--- config.mk ---
export PLATFORM = sky130hd
export DESIGN_NAME = sbc_mode_control
export DESIGN_NICKNAME = d
export VERILOG_FILES = /design/src/logic/sbc_mode_pkg.sv /design/src/logic/countdown_timer.sv /design/src/logic/wake_capture.sv /design/src/logic/sbc_mode_control.sv
export VERILOG_INCLUDE_DIRS = /design/src /design/src/logic
export SDC_FILE = /design/constraint.sdc
export NUM_CORES = 1
export LEC_CHECK = 0
export BUFFER_PORTS_ARGS = -buffer_cell sky130_fd_sc_hd__buf_2
export CAP_MARGIN = 20
export CORE_MARGIN = 2
export CORE_UTILIZATION = 52
export CTS_CLUSTER_SIZE = 14
export DETAILED_ROUTE_END_ITERATION = 12
export GPL_TIMING_DRIVEN = 0
export PLACE_DENSITY = 0.84
export SYNTH_ARGS = -nofsm -noshare
export SYNTH_HDL_FRONTEND = slang
export SYNTH_HIERARCHICAL = 1
export SYNTH_SLANG_ARGS = --single-unit
--- constraint.sdc ---
create_clock -name clock -period 4.1 [get_ports clock]
set_input_delay 0.615 -clock clock [delete_from_list [all_inputs] [get_ports clock]]
set_output_delay 0.615 -clock clock [all_outputs]
set_load 0.01 [all_outputs]
--- src/logic/sbc_mode_regs.svh ---
// Constants of the operating-mode controller: frame fields, codes, times.
// Assumes a 100 MHz clock; included by bare name.
`ifndef SBC_MODE_REGS_SVH
`define SBC_MODE_REGS_SVH

// ****************
// Timing
// ****************
`define CLK_PERIOD_NS 10
`define RD_TIME_US 10
`define RD_CYCLES ((`RD_TIME_US * 1000) / `CLK_PERIOD_NS)
`define LW_TIME_MS 200
`define LW_CYCLES ((`LW_TIME_MS * 1000000) / `CLK_PERIOD_NS)

// ****************
// Frame layout
// ****************
`define FRAME_WRITE_BIT 7
`define FRAME_ADDR_MSB 6
`define FRAME_DATA_LSB 8

// ****************
// Addresses
// ****************
`define ADDR_MODE 7'h01
`define ADDR_WD 7'h02
`define ADDR_CFG 7'h03
`define ADDR_CAN 7'h04
`define ADDR_HS 7'h05
`define ADDR_WKEN 7'h06
`define ADDR_CLR 7'h07

// ****************
// Fields
// ****************
`define CFG_SECOND_REGULATOR_BIT 0
`define CFG_THIRD_REGULATOR_BIT 1
`define CFG_FO_TEST_BIT 2
`define CFG_CYC_WAKE_BIT 3
`define CFG_MEAS_BIT 4
`define CLR_SPI_ERR_BIT 6
`define CLR_UV_BIT 7
`define MEAS_MASK 4'hc

// ****************
// Codes
// ****************
`define REQ_NORMAL 2'h0
`define REQ_SLEEP 2'h1
`define REQ_STOP 2'h2
`define REQ_SOFT_RESET 2'h3
`define CAN_OFF 2'h0
`define CAN_WAKE 2'h1
`define CAN_RXONLY 2'h2
`define CAN_ACTIVE 2'h3
`define DEV_NONE 2'h0
`define DEV_RESTART 2'h1
`define DEV_SLEEP 2'h2

`endif

--- src/logic/sbc_mode_pkg.sv ---
// Types and shared decoding of the operating-mode controller.
// Assumes the constants header is on the include path.
`include "sbc_mode_regs.svh"
package sbc_mode_pkg;

	typedef enum logic [2:0] {INIT, NORMAL, STOP, SLEEP, RESTART} mode_type;

	// Wake sources that may really wake; bit 3 is CAN
	function automatic logic [3:0] wake_usable(input logic [3:0] en, input logic meas);
		wake_usable = meas ? (en & `MEAS_MASK) : en;
	endfunction

endpackage

--- src/logic/countdown_timer.sv ---
// Reloadable countdown; one-cycle expiry pulse.
// Assumes a single clock domain with the controller.
`timescale 1ns/1ps
module countdown_timer #(
	parameter int CYCLES = 1000
) (
	// Clock and reset
	input wire logic clock,
	input wire logic rst_b,
	// Control
	input wire logic hold,
	// Status
	output logic expired_r
);

	localparam int W = $clog2(CYCLES + 1);

	logic [W-1:0] count_r;
	logic [W-1:0] count_nxt;
	logic expired_nxt;

	if (CYCLES < 1) begin : g_bad
		$error("countdown_timer needs at least one cycle");
	end

	always_comb begin
		count_nxt = count_r;
		expired_nxt = 1'b0;
		if (hold) begin
			count_nxt = W'(CYCLES);
		end else if (count_r != '0) begin
			count_nxt = count_r - W'(1);
			expired_nxt = (count_r == W'(1));
		end
	end

	always_ff @(posedge clock or negedge rst_b) begin
		if (!rst_b) begin
			count_r <= W'(CYCLES);
			expired_r <= 1'b0;
		end else begin
			count_r <= count_nxt;
			expired_r <= expired_nxt;
		end
	end

endmodule

--- src/logic/wake_capture.sv ---
// Wake pin and CAN wake capture with sticky flags.
// Assumes pins are asynchronous; control comes from the same clock.
`timescale 1ns/1ps
module wake_capture (
	// Clock and reset
	input wire logic clock,
	input wire logic rst_b,
	// Pins
	input wire logic [2:0] wake_inputs,
	input wire logic can_wake,
	// Control
	input wire logic accept,
	input wire logic measure_select,
	input wire logic [3:0] source_enable,
	input wire logic [3:0] clear_mask,
	// Status
	output logic [3:0] flags_r,
	output logic event_r
);
	import sbc_mode_pkg::*;

	logic [3:0] sync1_r;
	logic [3:0] sync2_r;
	logic [3:0] last_r;
	logic [3:0] sync1_nxt;
	logic [3:0] sync2_nxt;
	logic [3:0] last_nxt;
	logic [3:0] flags_nxt;
	logic [3:0] hits;
	logic event_nxt;

	always_comb begin
		sync1_nxt = {can_wake, wake_inputs};
		sync2_nxt = sync1_r;
		last_nxt = sync2_r;
		// Nothing stored while not accepting
		hits = sync2_r & ~last_r & wake_usable(source_enable, measure_select) & {4{accept}};
		// Set wins over clear
		flags_nxt = (flags_r & ~clear_mask) | hits;
		event_nxt = |hits;
	end

	always_ff @(posedge clock or negedge rst_b) begin
		if (!rst_b) begin
			sync1_r <= 4'h0;
			sync2_r <= 4'h0;
			last_r <= 4'h0;
			flags_r <= 4'h0;
			event_r <= 1'b0;
		end else begin
			sync1_r <= sync1_nxt;
			sync2_r <= sync2_nxt;
			last_r <= last_nxt;
			flags_r <= flags_nxt;
			event_r <= event_nxt;
		end
	end

endmodule

--- src/logic/sbc_mode_control.sv ---
// Operating-mode controller: init, normal, stop, sleep and restart.
// Assumes a decoded 16-bit frame strobe on the same clock; supply
// comparators and wake pins are asynchronous.
`timescale 1ns/1ps
`include "sbc_mode_regs.svh"

module sbc_mode_control #(
	parameter int RD_CYCLES = `RD_CYCLES,
	parameter int LW_CYCLES = `LW_CYCLES
) (
	// Clock and reset
	input wire logic clock,
	input wire logic rst_b,
	// Received frame
	input wire logic frame_valid,
	input wire logic [15:0] frame_data,
	// Supply comparators
	input wire logic main_below_reset,
	input wire logic battery_below_short,
	// Wake sources
	input wire logic [2:0] wake_inputs,
	input wire logic can_wake,
	// Mode and reset
	output sbc_mode_pkg::mode_type mode_r,
	output logic [1:0] mode_bits_r,
	output logic reset_output_r,
	output logic interrupt_r,
	// Supplies and drivers
	output logic main_regulator_r,
	output logic second_regulator_r,
	output logic third_regulator_r,
	output logic [1:0] can_mode_r,
	output logic [3:0] high_side_outputs_r,
	output logic fail_outputs_r,
	output logic cyclic_wake_r,
	output logic watchdog_on_r,
	output logic [7:0] watchdog_cfg_r,
	// Status
	output logic [2:0] wake_status_first_r,
	output logic wake_status_second_r,
	output logic [1:0] device_status_field_r,
	output logic main_supply_undervoltage_flag_r,
	output logic spi_error_flag_r,
	output logic watchdog_fail_r
);
	import sbc_mode_pkg::*;

	if (RD_CYCLES < 1 || LW_CYCLES < 1) begin : g_bad
		$error("sbc_mode_control timing counts must be positive");
	end

	// ****************
	// Frame decode
	// ****************
	logic wr;
	logic [6:0] addr;
	logic [7:0] data;
	logic [1:0] req;
	assign wr = frame_valid && frame_data[`FRAME_WRITE_BIT];
	assign addr = frame_data[`FRAME_ADDR_MSB:0];
	assign data = frame_data[15:`FRAME_DATA_LSB];
	assign req = data[1:0];

	// ****************
	// Pin synchronisers
	// ****************
	logic [1:0] pin1_r;
	logic [1:0] pin2_r;
	logic uv_s;
	logic batt_low_s;
	always_ff @(posedge clock or negedge rst_b) begin
		if (!rst_b) begin
			pin1_r <= 2'h3;
			pin2_r <= 2'h3;
		end else begin
			pin1_r <= {battery_below_short, main_below_reset};
			pin2_r <= pin1_r;
		end
	end
	assign uv_s = pin2_r[0];
	assign batt_low_s = pin2_r[1];

	// ****************
	// State
	// ****************
	mode_type mode_nxt;
	logic [1:0] mode_bits_nxt;
	logic ro_nxt;
	logic irq_nxt;
	logic main_on_nxt;
	logic second_regulator_nxt;
	logic third_regulator_nxt;
	logic [1:0] can_nxt;
	logic [3:0] hs_nxt;
	logic fail_nxt;
	logic cyc_nxt;
	logic wd_on_nxt;
	logic [7:0] wd_cfg_nxt;
	logic [1:0] dev_nxt;
	logic uv_flag_nxt;
	logic spi_err_nxt;
	logic wd_fail_nxt;
	logic fo_test_r;
	logic fo_test_nxt;
	logic meas_r;
	logic meas_nxt;
	logic [3:0] wk_en_r;
	logic [3:0] wk_en_nxt;
	logic lw_active_r;
	logic lw_active_nxt;
	logic powerup_r;
	logic powerup_nxt;
	logic go_restart;
	logic sleep_wake;

	// ****************
	// Helpers
	// ****************
	logic rd_hold;
	logic rd_expired;
	logic lw_expired;
	logic [3:0] flags;
	logic wake_event;
	logic [3:0] clear_mask;
	logic any_flag;

	assign rd_hold = uv_s || !((mode_r == INIT && !reset_output_r) || mode_r == RESTART);
	assign clear_mask = (wr && addr == `ADDR_CLR && mode_r inside {INIT, NORMAL, STOP})
		? data[3:0] : 4'h0;
	assign any_flag = |flags;
	assign wake_status_first_r = flags[2:0];
	assign wake_status_second_r = flags[3];

	countdown_timer #(.CYCLES(RD_CYCLES)) rd_timer (
		.clock(clock),
		.rst_b(rst_b),
		.hold(rd_hold),
		.expired_r(rd_expired)
	);

	countdown_timer #(.CYCLES(LW_CYCLES)) lw_timer (
		.clock(clock),
		.rst_b(rst_b),
		.hold(!lw_active_r),
		.expired_r(lw_expired)
	);

	wake_capture wake (
		.clock(clock),
		.rst_b(rst_b),
		.wake_inputs(wake_inputs),
		.can_wake(can_wake),
		.accept(mode_r != INIT),
		.measure_select(meas_r),
		.source_enable(wk_en_r),
		.clear_mask(clear_mask),
		.flags_r(flags),
		.event_r(wake_event)
	);

	// ****************
	// Mode logic
	// ****************
	always_comb begin
		mode_nxt = mode_r;
		mode_bits_nxt = mode_bits_r;
		ro_nxt = reset_output_r;
		irq_nxt = 1'b0;
		main_on_nxt = main_regulator_r;
		second_regulator_nxt = second_regulator_r;
		third_regulator_nxt = third_regulator_r;
		can_nxt = can_mode_r;
		hs_nxt = high_side_outputs_r;
		fail_nxt = fail_outputs_r;
		cyc_nxt = cyclic_wake_r;
		wd_on_nxt = watchdog_on_r;
		wd_cfg_nxt = watchdog_cfg_r;
		dev_nxt = device_status_field_r;
		uv_flag_nxt = main_supply_undervoltage_flag_r;
		spi_err_nxt = spi_error_flag_r;
		wd_fail_nxt = watchdog_fail_r;
		fo_test_nxt = fo_test_r;
		meas_nxt = meas_r;
		wk_en_nxt = wk_en_r;
		lw_active_nxt = lw_active_r;
		powerup_nxt = powerup_r && uv_s;
		go_restart = 1'b0;
		sleep_wake = 1'b0;

		// Clears first so that a same-cycle set wins
		if (wr && addr == `ADDR_CLR && mode_r inside {INIT, NORMAL, STOP}) begin
			if (data[`CLR_UV_BIT]) uv_flag_nxt = 1'b0;
			if (data[`CLR_SPI_ERR_BIT]) spi_err_nxt = 1'b0;
		end
		if (uv_s && !(powerup_r && batt_low_s)) uv_flag_nxt = 1'b1;

		unique case (mode_r)
			INIT: begin
				if (rd_expired) begin
					ro_nxt = 1'b1;
					lw_active_nxt = 1'b1;
				end
				if (frame_valid) begin
					mode_nxt = NORMAL;
					mode_bits_nxt = `REQ_NORMAL;
					second_regulator_nxt = 1'b0;
					third_regulator_nxt = 1'b0;
					can_nxt = `CAN_OFF;
					hs_nxt = 4'h0;
					fo_test_nxt = 1'b0;
					fail_nxt = 1'b0;
				end
			end
			NORMAL: begin
				if (wake_event) irq_nxt = 1'b1;
				fail_nxt = fo_test_r;
				if (wr && addr == `ADDR_MODE) begin
					unique case (req)
						`REQ_NORMAL: mode_bits_nxt = `REQ_NORMAL;
						`REQ_STOP: begin
							mode_nxt = STOP;
							mode_bits_nxt = `REQ_STOP;
							irq_nxt = any_flag;
						end
						`REQ_SLEEP: begin
							if (wake_usable(wk_en_r, meas_r) == 4'h0) begin
								spi_err_nxt = 1'b1;
								go_restart = 1'b1;
							end else if (any_flag) begin
								go_restart = 1'b1;
								sleep_wake = 1'b1;
							end else begin
								mode_nxt = SLEEP;
								mode_bits_nxt = `REQ_SLEEP;
								main_on_nxt = 1'b0;
								wd_on_nxt = 1'b0;
								cyc_nxt = 1'b0;
								lw_active_nxt = 1'b0;
								if (can_mode_r != `CAN_OFF) can_nxt = `CAN_WAKE;
								dev_nxt = `DEV_SLEEP;
							end
						end
						`REQ_SOFT_RESET: go_restart = 1'b1;
					endcase
				end
			end
			STOP: begin
				if (wake_event) irq_nxt = 1'b1;
				if (wr) begin
					unique case (addr)
						`ADDR_MODE: begin
							if (req == `REQ_NORMAL) begin
								mode_nxt = NORMAL;
								mode_bits_nxt = `REQ_NORMAL;
							end else if (req == `REQ_SOFT_RESET) begin
								go_restart = 1'b1;
							end else begin
								spi_err_nxt = 1'b1;
								go_restart = (req == `REQ_SLEEP);
							end
						end
						`ADDR_WD: if (lw_active_r) lw_active_nxt = 1'b0;
						`ADDR_CLR: ;
						default: spi_err_nxt = 1'b1;
					endcase
				end
			end
			SLEEP: begin
				if (wake_event) begin
					go_restart = 1'b1;
					sleep_wake = 1'b1;
				end
			end
			RESTART: begin
				if (rd_expired) begin
					mode_nxt = NORMAL;
					ro_nxt = 1'b1;
					lw_active_nxt = 1'b1;
					second_regulator_nxt = 1'b0;
					hs_nxt = 4'h0;
				end
			end
		endcase

		// Configuration, frozen outside init and normal
		if (wr && mode_r inside {INIT, NORMAL}) begin
			unique case (addr)
				`ADDR_WD: begin
					wd_cfg_nxt = data;
					lw_active_nxt = 1'b0;
				end
				`ADDR_CFG: begin
					second_regulator_nxt = data[`CFG_SECOND_REGULATOR_BIT];
					third_regulator_nxt = data[`CFG_THIRD_REGULATOR_BIT];
					fo_test_nxt = data[`CFG_FO_TEST_BIT];
					cyc_nxt = data[`CFG_CYC_WAKE_BIT];
					meas_nxt = data[`CFG_MEAS_BIT];
				end
				`ADDR_CAN: can_nxt = data[1:0];
				`ADDR_HS: hs_nxt = data[3:0];
				`ADDR_WKEN: wk_en_nxt = data[3:0];
				default: ;
			endcase
		end

		if (lw_expired && lw_active_r) begin
			wd_fail_nxt = 1'b1;
			go_restart = 1'b1;
		end
		if (uv_s && mode_r inside {NORMAL, STOP}) go_restart = 1'b1;

		if (go_restart) begin
			mode_nxt = RESTART;
			mode_bits_nxt = `REQ_NORMAL;
			ro_nxt = 1'b0;
			lw_active_nxt = 1'b0;
			main_on_nxt = 1'b1;
			wd_on_nxt = 1'b1;
			second_regulator_nxt = 1'b0;
			hs_nxt = 4'h0;
			if (can_mode_r != `CAN_OFF) can_nxt = `CAN_WAKE;
			if (mode_r != SLEEP && !sleep_wake) dev_nxt = `DEV_RESTART;
		end
		if (uv_s) ro_nxt = 1'b0;
	end

	always_ff @(posedge clock or negedge rst_b) begin
		if (!rst_b) begin
			mode_r <= INIT;
			mode_bits_r <= `REQ_NORMAL;
			reset_output_r <= 1'b0;
			interrupt_r <= 1'b0;
			main_regulator_r <= 1'b1;
			second_regulator_r <= 1'b0;
			third_regulator_r <= 1'b0;
			can_mode_r <= `CAN_OFF;
			high_side_outputs_r <= 4'h0;
			fail_outputs_r <= 1'b0;
			cyclic_wake_r <= 1'b0;
			watchdog_on_r <= 1'b1;
			watchdog_cfg_r <= 8'h00;
			device_status_field_r <= `DEV_NONE;
			main_supply_undervoltage_flag_r <= 1'b0;
			spi_error_flag_r <= 1'b0;
			watchdog_fail_r <= 1'b0;
			fo_test_r <= 1'b0;
			meas_r <= 1'b0;
			wk_en_r <= 4'hf;
			lw_active_r <= 1'b0;
			powerup_r <= 1'b1;
		end else begin
			mode_r <= mode_nxt;
			mode_bits_r <= mode_bits_nxt;
			reset_output_r <= ro_nxt;
			interrupt_r <= irq_nxt;
			main_regulator_r <= main_on_nxt;
			second_regulator_r <= second_regulator_nxt;
			third_regulator_r <= third_regulator_nxt;
			can_mode_r <= can_nxt;
			high_side_outputs_r <= hs_nxt;
			fail_outputs_r <= fail_nxt;
			cyclic_wake_r <= cyc_nxt;
			watchdog_on_r <= wd_on_nxt;
			watchdog_cfg_r <= wd_cfg_nxt;
			device_status_field_r <= dev_nxt;
			main_supply_undervoltage_flag_r <= uv_flag_nxt;
			spi_error_flag_r <= spi_err_nxt;
			watchdog_fail_r <= wd_fail_nxt;
			fo_test_r <= fo_test_nxt;
			meas_r <= meas_nxt;
			wk_en_r <= wk_en_nxt;
			lw_active_r <= lw_active_nxt;
			powerup_r <= powerup_nxt;
		end
	end
endmodule

### After elaboration in Yosys (flattened, before gate mapping)

Cells that the tools add are included.

* multiplexer cells: 131
* reduce and logical (&&, ||, !) cells: 51
* bitwise operators: 7
* equal/unequal tests: 31
* add/subtract/negate cells: 2

Operators by type and width (number)
* $mux W1: 71
* $mux W2: 26
* $mux W25: 2
* $eq A7 B3 Y1 const B: 4
* $mux W3: 9
* $eq A25 B1 Y1 const B: 1
* $reduce_bool A25 Y1: 1
* $sub A25 B1 Y25 const B: 1
* $mux W4: 6
* $mux W10: 2
* $reduce_bool A2 Y1: 9
* $and A4 B4 Y4: 4
* $eq A7 B2 Y1 const B: 2
* $pmux W1 S2: 7
* $logic_and A1 B1 Y1: 12
* $ne A3 B2 Y1 const B: 4
* $pmux W2 S3: 2
* $pmux W3 S4: 1
* $reduce_and A2 Y1: 6
* $reduce_bool A3 Y1: 4
* $eq A10 B1 Y1 const B: 1
* $reduce_and A10 Y1: 1
* $reduce_bool A10 Y1: 1
* $sub A10 B1 Y10 const B: 1
* other kinds (29): 44

* output and inout bits: 36
* word-level logic and storage cells: 254
* input bits: 25
* bits in registers: 97

### Longest topological paths before layout

Gate-level depths: netlist (run 1).

* word-level depth: 11
* mapped depth: 8
* mapped depth without buffers: 7

### Hierarchy

The synthesis (run 1) kept the hierarchy.

Modules (own cells, without submodules)
* sbc_mode_control: sequential area each 1088.5 µm², cells an instance 222, instances 1, area each 2260.9 µm²
* countdown_timer (lw_timer): sequential area each 660.6 µm², cells an instance 159, instances 1, area each 1556.5 µm²
* countdown_timer (rd_timer): sequential area each 282.8 µm², cells an instance 62, instances 1, area each 609.3 µm²
* wake_capture: sequential area each 425.4 µm², cells an instance 31, instances 1, area each 513.0 µm²

### Least setup slack after synthesis (run 1)

Ideal clock, no wire load.

* path type: input-to-reg
* start point: input frame_data[5]
* end point: register mode_r[0]
* stages on the path: 5
* data required time: 3.976 ns
* data arrival time: 2.212 ns
* library setup time: 0.124 ns
* slack: 1.764 ns
* buffers on the path: 0
* cells stage by stage: or4b_4 -> or3_4 -> o221a_4 -> nor2b_4 -> a211o_1

* word-level cells in the longest chain between the ends: 8
* elaborated cells between the ends (all ways): 20
* classes of those cells: eq/ne: 10; mux: 7; reduce/logical: 3

RTL lines
* from (decl): RTL line sbc_mode_control.sv:16 `input wire logic [15:0] frame_data,`
* $eq A7 B1 Y1 *: RTL line sbc_mode_control.sv:250 `unique case (addr)`
* $mux W1 or $logic_and A1 B1 Y1 (tied branches)
* $mux W1, on equally long branches: RTL line sbc_mode_control.sv:249, sbc_mode_control.sv:217
* $pmux W1 S3: RTL line sbc_mode_control.sv:197 `unique case (mode_r)`
* $mux W1: RTL line sbc_mode_control.sv:306 `if (lw_expired && lw_active_r) begin`
* $mux W1: RTL line sbc_mode_control.sv:310 `if (uv_s && mode_r inside {NORMAL, STOP}) go_restart = 1'b1;`
* $ne A4 B3 Y1 (no line) (tied with other cells)
* $reduce_and A10 Y1 (no line)
* to (signal assigned): RTL line sbc_mode_control.sv:352 `mode_r <= mode_nxt;`
* to (decl): RTL line sbc_mode_control.sv:24 `output sbc_mode_pkg::mode_type mode_r,`

Mark *: on every way between the ends. The rest lies on a longest branch, timed or not.
A chain may end at the register's enable or synchronous reset.

### Worst setup path in the final report (run 1)

* start point: register lw_timer.count_r[0]
* end point: register lw_timer.count_r[21]

* word-level cells in the longest chain between the ends: 3
* elaborated cells between the ends (all ways): 5
* classes of those cells: add/sub: 1; eq/ne: 1; mux: 2; reduce/logical: 1

RTL lines
* from (decl): RTL line countdown_timer.sv:18 `logic [W-1:0] count_r;`
* from (signal assigned): RTL line countdown_timer.sv:39 `count_r <= W'(CYCLES);`
* from (signal assigned): RTL line countdown_timer.sv:42 `count_r <= count_nxt;`
* $sub A25 B1 Y25: RTL line countdown_timer.sv:32 `count_nxt = count_r - W'(1);`
* $mux W25: RTL line countdown_timer.sv:31 `end else if (count_r != '0) begin`
* $mux W25: RTL line countdown_timer.sv:29 `if (hold) begin`

Parallel ways exist; a longest one is shown, timed or not. The select of a mux whose other input is x is not followed.

==> impl_metrics.env, run 1 <==
export IMPL_flip_flop_and_latch_count_after_synthesis=97
export IMPL_ys_types=84
export IMPL_finalWeightedCongestion=0.990
export IMPL_netlist_area_leader_share_pct=37.0
export IMPL_antennaDiodeCount=0
export IMPL_worstMarginPinSlew_ns=0.794
export IMPL_timing_hold_violations_final=0
export IMPL_vdd_ir_drop_max_mv=0.156
export IMPL_vias_in_the_first_global_route=3768
export IMPL_chipWidth_um=101
export IMPL_synth_enable_flop_cells=0
export IMPL_reg2reg_slack_ns=1.65
export IMPL_pin_count=61
export IMPL_worstSetupStartpointType="register"
export IMPL_first_pass_grt_wire_length_um=18300
export IMPL_post_synth_top_area_cell="sky130_fd_sc_hd__dfrtp_1"
export IMPL_synthSimpleGateAreaFrac_pct=25.0
export IMPL_report_final_slew_viol_count=0
export IMPL_mappedNetlistNets=504
export IMPL_drt_wirelength_per_cell_um=16.4
export IMPL_clock_sinks=97
export IMPL_r2r_end="lw_timer/count_r[21]"
export IMPL_synth_xor_xnor_area_share_pct=2.13
export IMPL_setup_cp_type="reg -> reg"
export IMPL_clock_tree_htree_level_count=3
export IMPL_finalNetCount=575
export IMPL_finalInstanceArea_um2=5630
export IMPL_yosysWarningCount=6
export IMPL_clk_pin_slew_ns=0.10
export IMPL_tritoncts_num_buffers=9
export IMPL_cap_viol_max_count=0
export IMPL_clock_root_buffer="sky130_fd_sc_hd__clkbuf_8"
export IMPL_power_density_nw_per_um2=304
export IMPL_dp_final_hpwl_um=8220
export IMPL_final_layout_size_suffix_gt1_share_pct=26.5
export IMPL_share_of_synthesized_area_occupied_by_flip_flops_and_latches_pct=49.7
export IMPL_placeableCoreArea_um2=9240
export IMPL_remaining_global_route_overflow=0
export IMPL_synthArstFlopShare_pct=100
export IMPL_largest_family_of_logic_cells_by_synthesized_area="simple AND/OR/NAND/NOR gates"
export IMPL_cts_max_path_buffers=2
export IMPL_dr_first_iter_drc_count=332
export IMPL_timing_final_setup_violations=0
export IMPL_cts_setup_buffers=0
export IMPL_final_worst_path_period_share_pct=59.8
export IMPL_placement_rows=35
export IMPL_hp_class="in -> async"
export IMPL_dr_total_vias=4012
export IMPL_total_leakage_power_nw=2.39
export IMPL_worst_ep_arrival_time_ns=2.72
export IMPL_flow_area_growth_from_synthesis_pct=14.0
export IMPL_track_usage_pct=22.6
export IMPL_outcome="completed"
export IMPL_syn_cell_area_um2=4940
export IMPL_dpl_instance_area_um2=5430
export IMPL_finClkSkew_ns=0.0143
export IMPL_timing_final_crit_period_ns=2.45
export IMPL_die_area_um2=10300
export IMPL_synth_common_cells="73 x sky130_fd_sc_hd__dfrtp_1, 35 x sky130_fd_sc_hd__nand2_1, 32 x sky130_fd_sc_hd__nor2_1"
export IMPL_synth_most_common_cell="sky130_fd_sc_hd__dfrtp_1"
export IMPL_kind_of_end_point_of_the_critical_path="register"
export IMPL_totalNegativeSetupSlack_ns=0
export IMPL_fmax_mhz=408
export IMPL_yosys_area_share_adder_pct=1.27
export IMPL_max_slew_margin_pct=46.7
export IMPL_timing_critical_path_fanout_max=5
export IMPL_cts_tree="yes"
export IMPL_post_synth_main_area_contributors="sky130_fd_sc_hd__dfrtp_1 37%, sky130_fd_sc_hd__dfstp_2 13%, sky130_fd_sc_hd__a21oi_1 2.8%, sky130_fd_sc_hd__mux2_2 2.7%, sky130_fd_sc_hd__nand2_1 2.7%"
export IMPL_drcViolationCount=0
export IMPL_grt_antenna_before_repair=0
export IMPL_worstRegToRegCells=7
export IMPL_grt_max_degree=65
export IMPL_cts_repair_resize_count=0
export IMPL_netlist_instances=474
export IMPL_numPortBuffers=59
export IMPL_critical_path_reg2reg_startpoint="lw_timer/count_r[0]"
export IMPL_data_required_time_at_the_worst_endpoint_ns=4.37
export IMPL_floorplan_initialDensity_pct=53.5
export IMPL_synthFlopType="sky130_fd_sc_hd__dfrtp_1"
export IMPL_drt_pass1_iterations=6
export IMPL_yosys_mux_area_fraction_pct=3.88
export IMPL_postRouteAntennaNets=0
export IMPL_finalWirelength_um=11200
export IMPL_vias_per_cell=5.91
export IMPL_syn_area_per_cell_um2=10.4
export IMPL_die_h_um=101
export IMPL_number_of_buffers_inserted_for_hold_repair_after_clock_tree_synthesis=0
export IMPL_insertion_delay_ns=0.36
export IMPL_rsz0062_at_grt="no"
export IMPL_synth_compound_area_share_pct=14.8
## critical path, cell delays in order (launching register included)
cell and delay (ns):
sky130_fd_sc_hd__dfrtp_1 0.44, sky130_fd_sc_hd__inv_1 0.14, sky130_fd_sc_hd__ha_1 0.23, sky130_fd_sc_hd__or4b_2 0.61, sky130_fd_sc_hd__o41ai_2 0.49, sky130_fd_sc_hd__nor3_1 0.15, sky130_fd_sc_hd__a211oi_1 0.23, sky130_fd_sc_hd__a31oi_1 0.07
## layer usage
metal / vias to the layer above / routed length, um / GRT usage (%)
li1: 1899 / - / -
met1: 1942 / 4960 / 30.2
met3: 22 / 706 / 4.14
met4: 0 / 225 / 7.90
met5: - / 0 / 0
met2: 149 / 5280 / 37.1
## final cells by class
class                      count  area [um2]
buffer                        17        87.6
multi-input combinational    342        2330
inverter                      18        67.6
fill                         785        3610
clock buffer                  11         141
timing repair buffer          60         325
tap                          129         161
sequential                    97        2460
clock inverter                 5        63.8
## where the power goes
group	internal [mW]	leakage (nW)	switching, mW
Sequential	0.973	1.19	0.0100
Clock	0.303	0.100	0.332
Combinational	0.0318	1.10	0.0642
## per-stage QoR
stage | std cells | setup WS (ns) | utilization [%] | hold slack (ns) | total power, mW
after global routing | 679 | 1.51 | 60.9 | 0.192 | 1.79
final | 679 | 1.65 | 60.9 | 0.187 | 1.71
after CTS | 679 | 1.67 | 60.9 | 0.192 | 1.73
after floorplan | 474 | 1.76 | - | 0.319 | 1.04
after global placement | 662 | 1.45 | 58.4 | 0.336 | 1.09
after detailed placement | 663 | 1.42 | 58.7 | 0.338 | 1.10
## logic make-up (layout without fill, tap and decap cells)
group / count (synthesis) / after routing
simple gates: 203 / 203
xor+xnor: 12 / 12
fa+ha+maj: 5 / 5
compound gates: 105 / 105
flops: 97 / 97
buf+inv: 35 / 111
mux: 17 / 17
## worst max path at each step
stage	start	end	slack (ns)	depth (start not counted)
final	lw_timer/count_r[0]	lw_timer/count_r[21]	1.65	7
after detailed placement	frame_data[2]	mode_bits_r[1]	1.42	7
after CTS	lw_timer/count_r[0]	lw_timer/count_r[21]	1.67	7
after global routing	lw_timer/count_r[0]	lw_timer/count_r[21]	1.51	7
after global placement	frame_data[2]	mode_bits_r[1]	1.45	7
after floorplan	frame_data[5]	mode_r[0]	1.76	5
## cell usage in the layout (no fill, tap or decap), types with 5 or more instances in the layout
cell and n:
sky130_fd_sc_hd__nand3_1 15, sky130_fd_sc_hd__mux2_2 12, sky130_fd_sc_hd__inv_1 18, sky130_fd_sc_hd__nand2b_1 7, sky130_fd_sc_hd__dfstp_2 24, sky130_fd_sc_hd__ha_1 5
sky130_fd_sc_hd__xor2_1 7, sky130_fd_sc_hd__or3_1 14, sky130_fd_sc_hd__clkbuf_1 10, sky130_fd_sc_hd__and2_1 6, sky130_fd_sc_hd__a21oi_1 28, sky130_fd_sc_hd__clkbuf_8 11
sky130_fd_sc_hd__xnor2_1 5, sky130_fd_sc_hd__or4_1 9, sky130_fd_sc_hd__nor2b_1 6, sky130_fd_sc_hd__o21ai_0 19, sky130_fd_sc_hd__o31ai_1 8, sky130_fd_sc_hd__dfrtp_1 73
sky130_fd_sc_hd__buf_2 62, sky130_fd_sc_hd__nor4_1 11, sky130_fd_sc_hd__nand4_1 6, sky130_fd_sc_hd__nand4b_1 5, sky130_fd_sc_hd__nor2_1 32, sky130_fd_sc_hd__nor3_1 16
sky130_fd_sc_hd__nand3b_1 5, sky130_fd_sc_hd__a21o_1 5, sky130_fd_sc_hd__nand2_1 35
## registers in the layout, summed over array words and instances (netlist names), 2 cells and up
register	cells
wake/last_nxt	4
device_status_field_r	2
wake/last_r	4
lw_timer/count_r	25
mode_r	3
wake/flags_r	4
can_mode_r	2
mode_bits_r	2
rd_timer/count_r	10
wake/sync1_r	4
wk_en_r	4
pin2_r	2
watchdog_cfg_r	8
high_side_outputs_r	4
pin1_r	2
No activity file was read; power rests on OpenSTA's default activity.
==> run 2, diff against run 1 <==
PLACE_DENSITY = 0.86   (was 0.84)
clock period = 2 ns   (was 4.1 ns; I/O delays follow)
==> run 2 against run 1 <==
Net effect:
- register-to-register slack worse by 1.7 ns
- sequential power is 110% higher
- largest power group unchanged
- routed wire length is 14% higher
- combinational power is 120% higher
- clock power is 100% higher
- worst setup slack worse by 1.7 ns
- clock-buffer cell count stayed put
- maximum frequency is 17% higher
- the flow now finishes with violations (setup timing)
- final cell count is 6.0% higher
- via count is 7.5% higher
- global-route usage is 2.1 points higher
- die area stayed put
==> impl_metrics.env, run 2 (synthesis results as in run 1) <==
export IMPL_placement_rows=35
export IMPL_worstSetupStartpointType="register"
export IMPL_cap_viol_max_count=0
export IMPL_setup_cp_type="reg -> reg"
export IMPL_drt_wirelength_per_cell_um=17.6
export IMPL_tritoncts_num_buffers=9
export IMPL_die_area_um2=10300
export IMPL_cts_tree="yes"
export IMPL_cts_max_path_buffers=2
export IMPL_fmax_mhz=479
export IMPL_seqPwrFrac_pct=57.1
export IMPL_insertion_delay_ns=0.36
export IMPL_final_common_cell="sky130_fd_sc_hd__dfrtp_1"
export IMPL_timing_final_setup_violations=4
export IMPL_largest_register_ffs=25
export IMPL_timing_final_crit_period_ns=2.09
export IMPL_finalInstanceArea_um2=6280
export IMPL_p_int_mw=2.68
export IMPL_comb_power_share_pct=6.0
export IMPL_chipWidth_um=101
export IMPL_hp_class="in -> reg"
export IMPL_power_density_nw_per_um2=562
export IMPL_vdd_ir_drop_max_mv=0.372
export IMPL_drt_pass1_iterations=5
export IMPL_most_flops_register="lw_timer/count_r"
export IMPL_dr_total_vias=4312
export IMPL_rsz0062_at_grt="yes"
export IMPL_failing_checks="setup timing"
export IMPL_fin_util_pct=68.0
export IMPL_clock_root_buffer="sky130_fd_sc_hd__clkbuf_8"
export IMPL_report_final_slew_viol_count=0
export IMPL_placeableCoreArea_um2=9240
export IMPL_numPortBuffers=59
export IMPL_layout_setup_ws_ns=-0.0885
export IMPL_top_regs="lw_timer/count_r: 25 flops, rd_timer/count_r: 10 flops, watchdog_cfg_r: 8 flops"
export IMPL_data_required_time_at_the_worst_endpoint_ns=2.22
export IMPL_floorplan_initialDensity_pct=53.5
export IMPL_outcome="complete, but fails checks"
export IMPL_kind_of_end_point_of_the_critical_path="register"
export IMPL_total_leakage_power_nw=2.71
export IMPL_dp_final_hpwl_um=8260
export IMPL_worst_ep_arrival_time_ns=2.31
export IMPL_die_h_um=101
export IMPL_final_layout_size_suffix_gt1_share_pct=39.6
export IMPL_placed_cells_incl_taps=663
export IMPL_timing_hold_ws_ns=0.0300
export IMPL_finalWeightedCongestion=0.906
export IMPL_clk_pin_slew_ns=0.09
export IMPL_finalWirelength_um=12700
export IMPL_flow_area_growth_from_synthesis_pct=27.2
export IMPL_finish_cell_count_without_fillers=720
export IMPL_remaining_global_route_overflow=0
export IMPL_dr_first_iter_drc_count=338
export IMPL_drcViolationCount=0
export IMPL_fillers=663
export IMPL_pin_count=61
export IMPL_max_slew_margin_pct=55.1
export IMPL_timing_hold_violations_final=0
export IMPL_report_power_total_mw=3.53
export IMPL_final_worst_path_period_share_pct=104
export IMPL_swShare_pct=24.0
export IMPL_timing_critical_path_fanout_max=4
export IMPL_clock_tree_htree_level_count=3
export IMPL_grt_max_degree=72
export IMPL_finClkSkew_ns=0.00934
export IMPL_worstMarginPinSlew_ns=0.668
export IMPL_clockPowerShare_pct=36.9
export IMPL_layout_cells_most_common_list="64 x sky130_fd_sc_hd__dfrtp_1, 58 x sky130_fd_sc_hd__buf_2, 41 x sky130_fd_sc_hd__buf_4"
export IMPL_net_sw_power_mw=0.846
export IMPL_first_pass_grt_wire_length_um=20000
export IMPL_clock_sinks=97
export IMPL_postRouteAntennaNets=0
export IMPL_track_usage_pct=24.7
export IMPL_finalNetCount=616
export IMPL_vias_per_cell=5.99
export IMPL_dpl_instance_area_um2=5460
export IMPL_antennaDiodeCount=0
export IMPL_vias_in_the_first_global_route=4206
export IMPL_grt_antenna_before_repair=0
-- run 2: cell types whose count changed in the layout (fill, tap and decap cells not counted), sizes merged --
cell	change
clkinv	-1
dlygate4sd3	+1
clkinvlp	+1
buf	+40
-- run 2: area by class of cell --
class | instances | area, um2 | area share [%]
clock inverters | 5 | 62.6 | 0.996
plain buffers | 14 | 88.8 | 1.41
flip-flops and latches | 97 | 2470 | 39.3
repair buffers | 104 | 688 | 11.0
inverters | 18 | 67.6 | 1.08
multi-input cells | 342 | 2610 | 41.5
clock buffers | 11 | 141 | 2.25
well taps | 129 | 161 | 2.57
-- run 2: worst paths after layout --
kind / from / endpoint / slack (ns) / cells after the start
worst min-delay path: main_below_reset / pin1_r[0] / 0.03 / 1
worst max-delay path: lw_timer/count_r[4] / lw_timer/count_r[19] / -0.09 / 7
worst max register to register: lw_timer/count_r[4] / lw_timer/count_r[19] / -0.09 / 7
min in group asynchronous: rst_b / interrupt_r / 0.39 / 2
worst min register to register: wake/sync1_r[1] / wake/last_nxt[1] / 0.35 / 0
max in group asynchronous: rst_b / lw_timer/count_r[16] / 0.91 / 3
-- run 2: through the flow --
step                      setup TNS, ns  setup slack (ns)
after detailed placement         -10.51            -0.356
after floorplan                  -0.171           -0.0634
after global placement           -25.70            -0.346
after CTS                        -0.154           -0.0592
final                            -0.245           -0.0885
after global routing             -0.861            -0.166
-- run 2: what timing repair did --
item	in CTS	in global routing
setup buffers	24	19
endpoints found under the hold margin	20	0
setup endpoints to repair	50	36
pin swaps	16	19
hold buffers	1	0
gates resized for setup	39	35
gates cloned	0	0
-- run 2: per-layer routing --
layer	share of wire [%]	GRT usage [%]	wire length [um]	vias to the layer above
li1	-	-	-	1991
met1	41	30.6	5160	2104
met2	51	42.6	6460	175
met3	5.6	4.42	705	42
met4	3.0	10.3	375	0
met5	0	0	0	-
-- run 2: worst max-delay path: stages, from the launching register on --
cell and delay [ns]:
sky130_fd_sc_hd__dfrtp_2 0.45, sky130_fd_sc_hd__buf_6 0.14, sky130_fd_sc_hd__or4b_4 0.54, sky130_fd_sc_hd__o41ai_4 0.26
sky130_fd_sc_hd__buf_4 0.20, sky130_fd_sc_hd__nor4_1 0.07, sky130_fd_sc_hd__xnor2_1 0.21, sky130_fd_sc_hd__nor2_1 0.08
-- run 2: power by group through the flow --
| stage | Clock (mW) | Sequential (mW) | Combinational, mW |
|---|---|---|---|
| floorplan | 0 | 2.05 | 0.0866 |
| global placement | 0 | 2.05 | 0.185 |
| detailed placement | 0 | 2.05 | 0.198 |
| CTS | 1.34 | 2.01 | 0.205 |
| global route | 1.43 | 2.02 | 0.234 |
| finish | 1.30 | 2.02 | 0.211 |
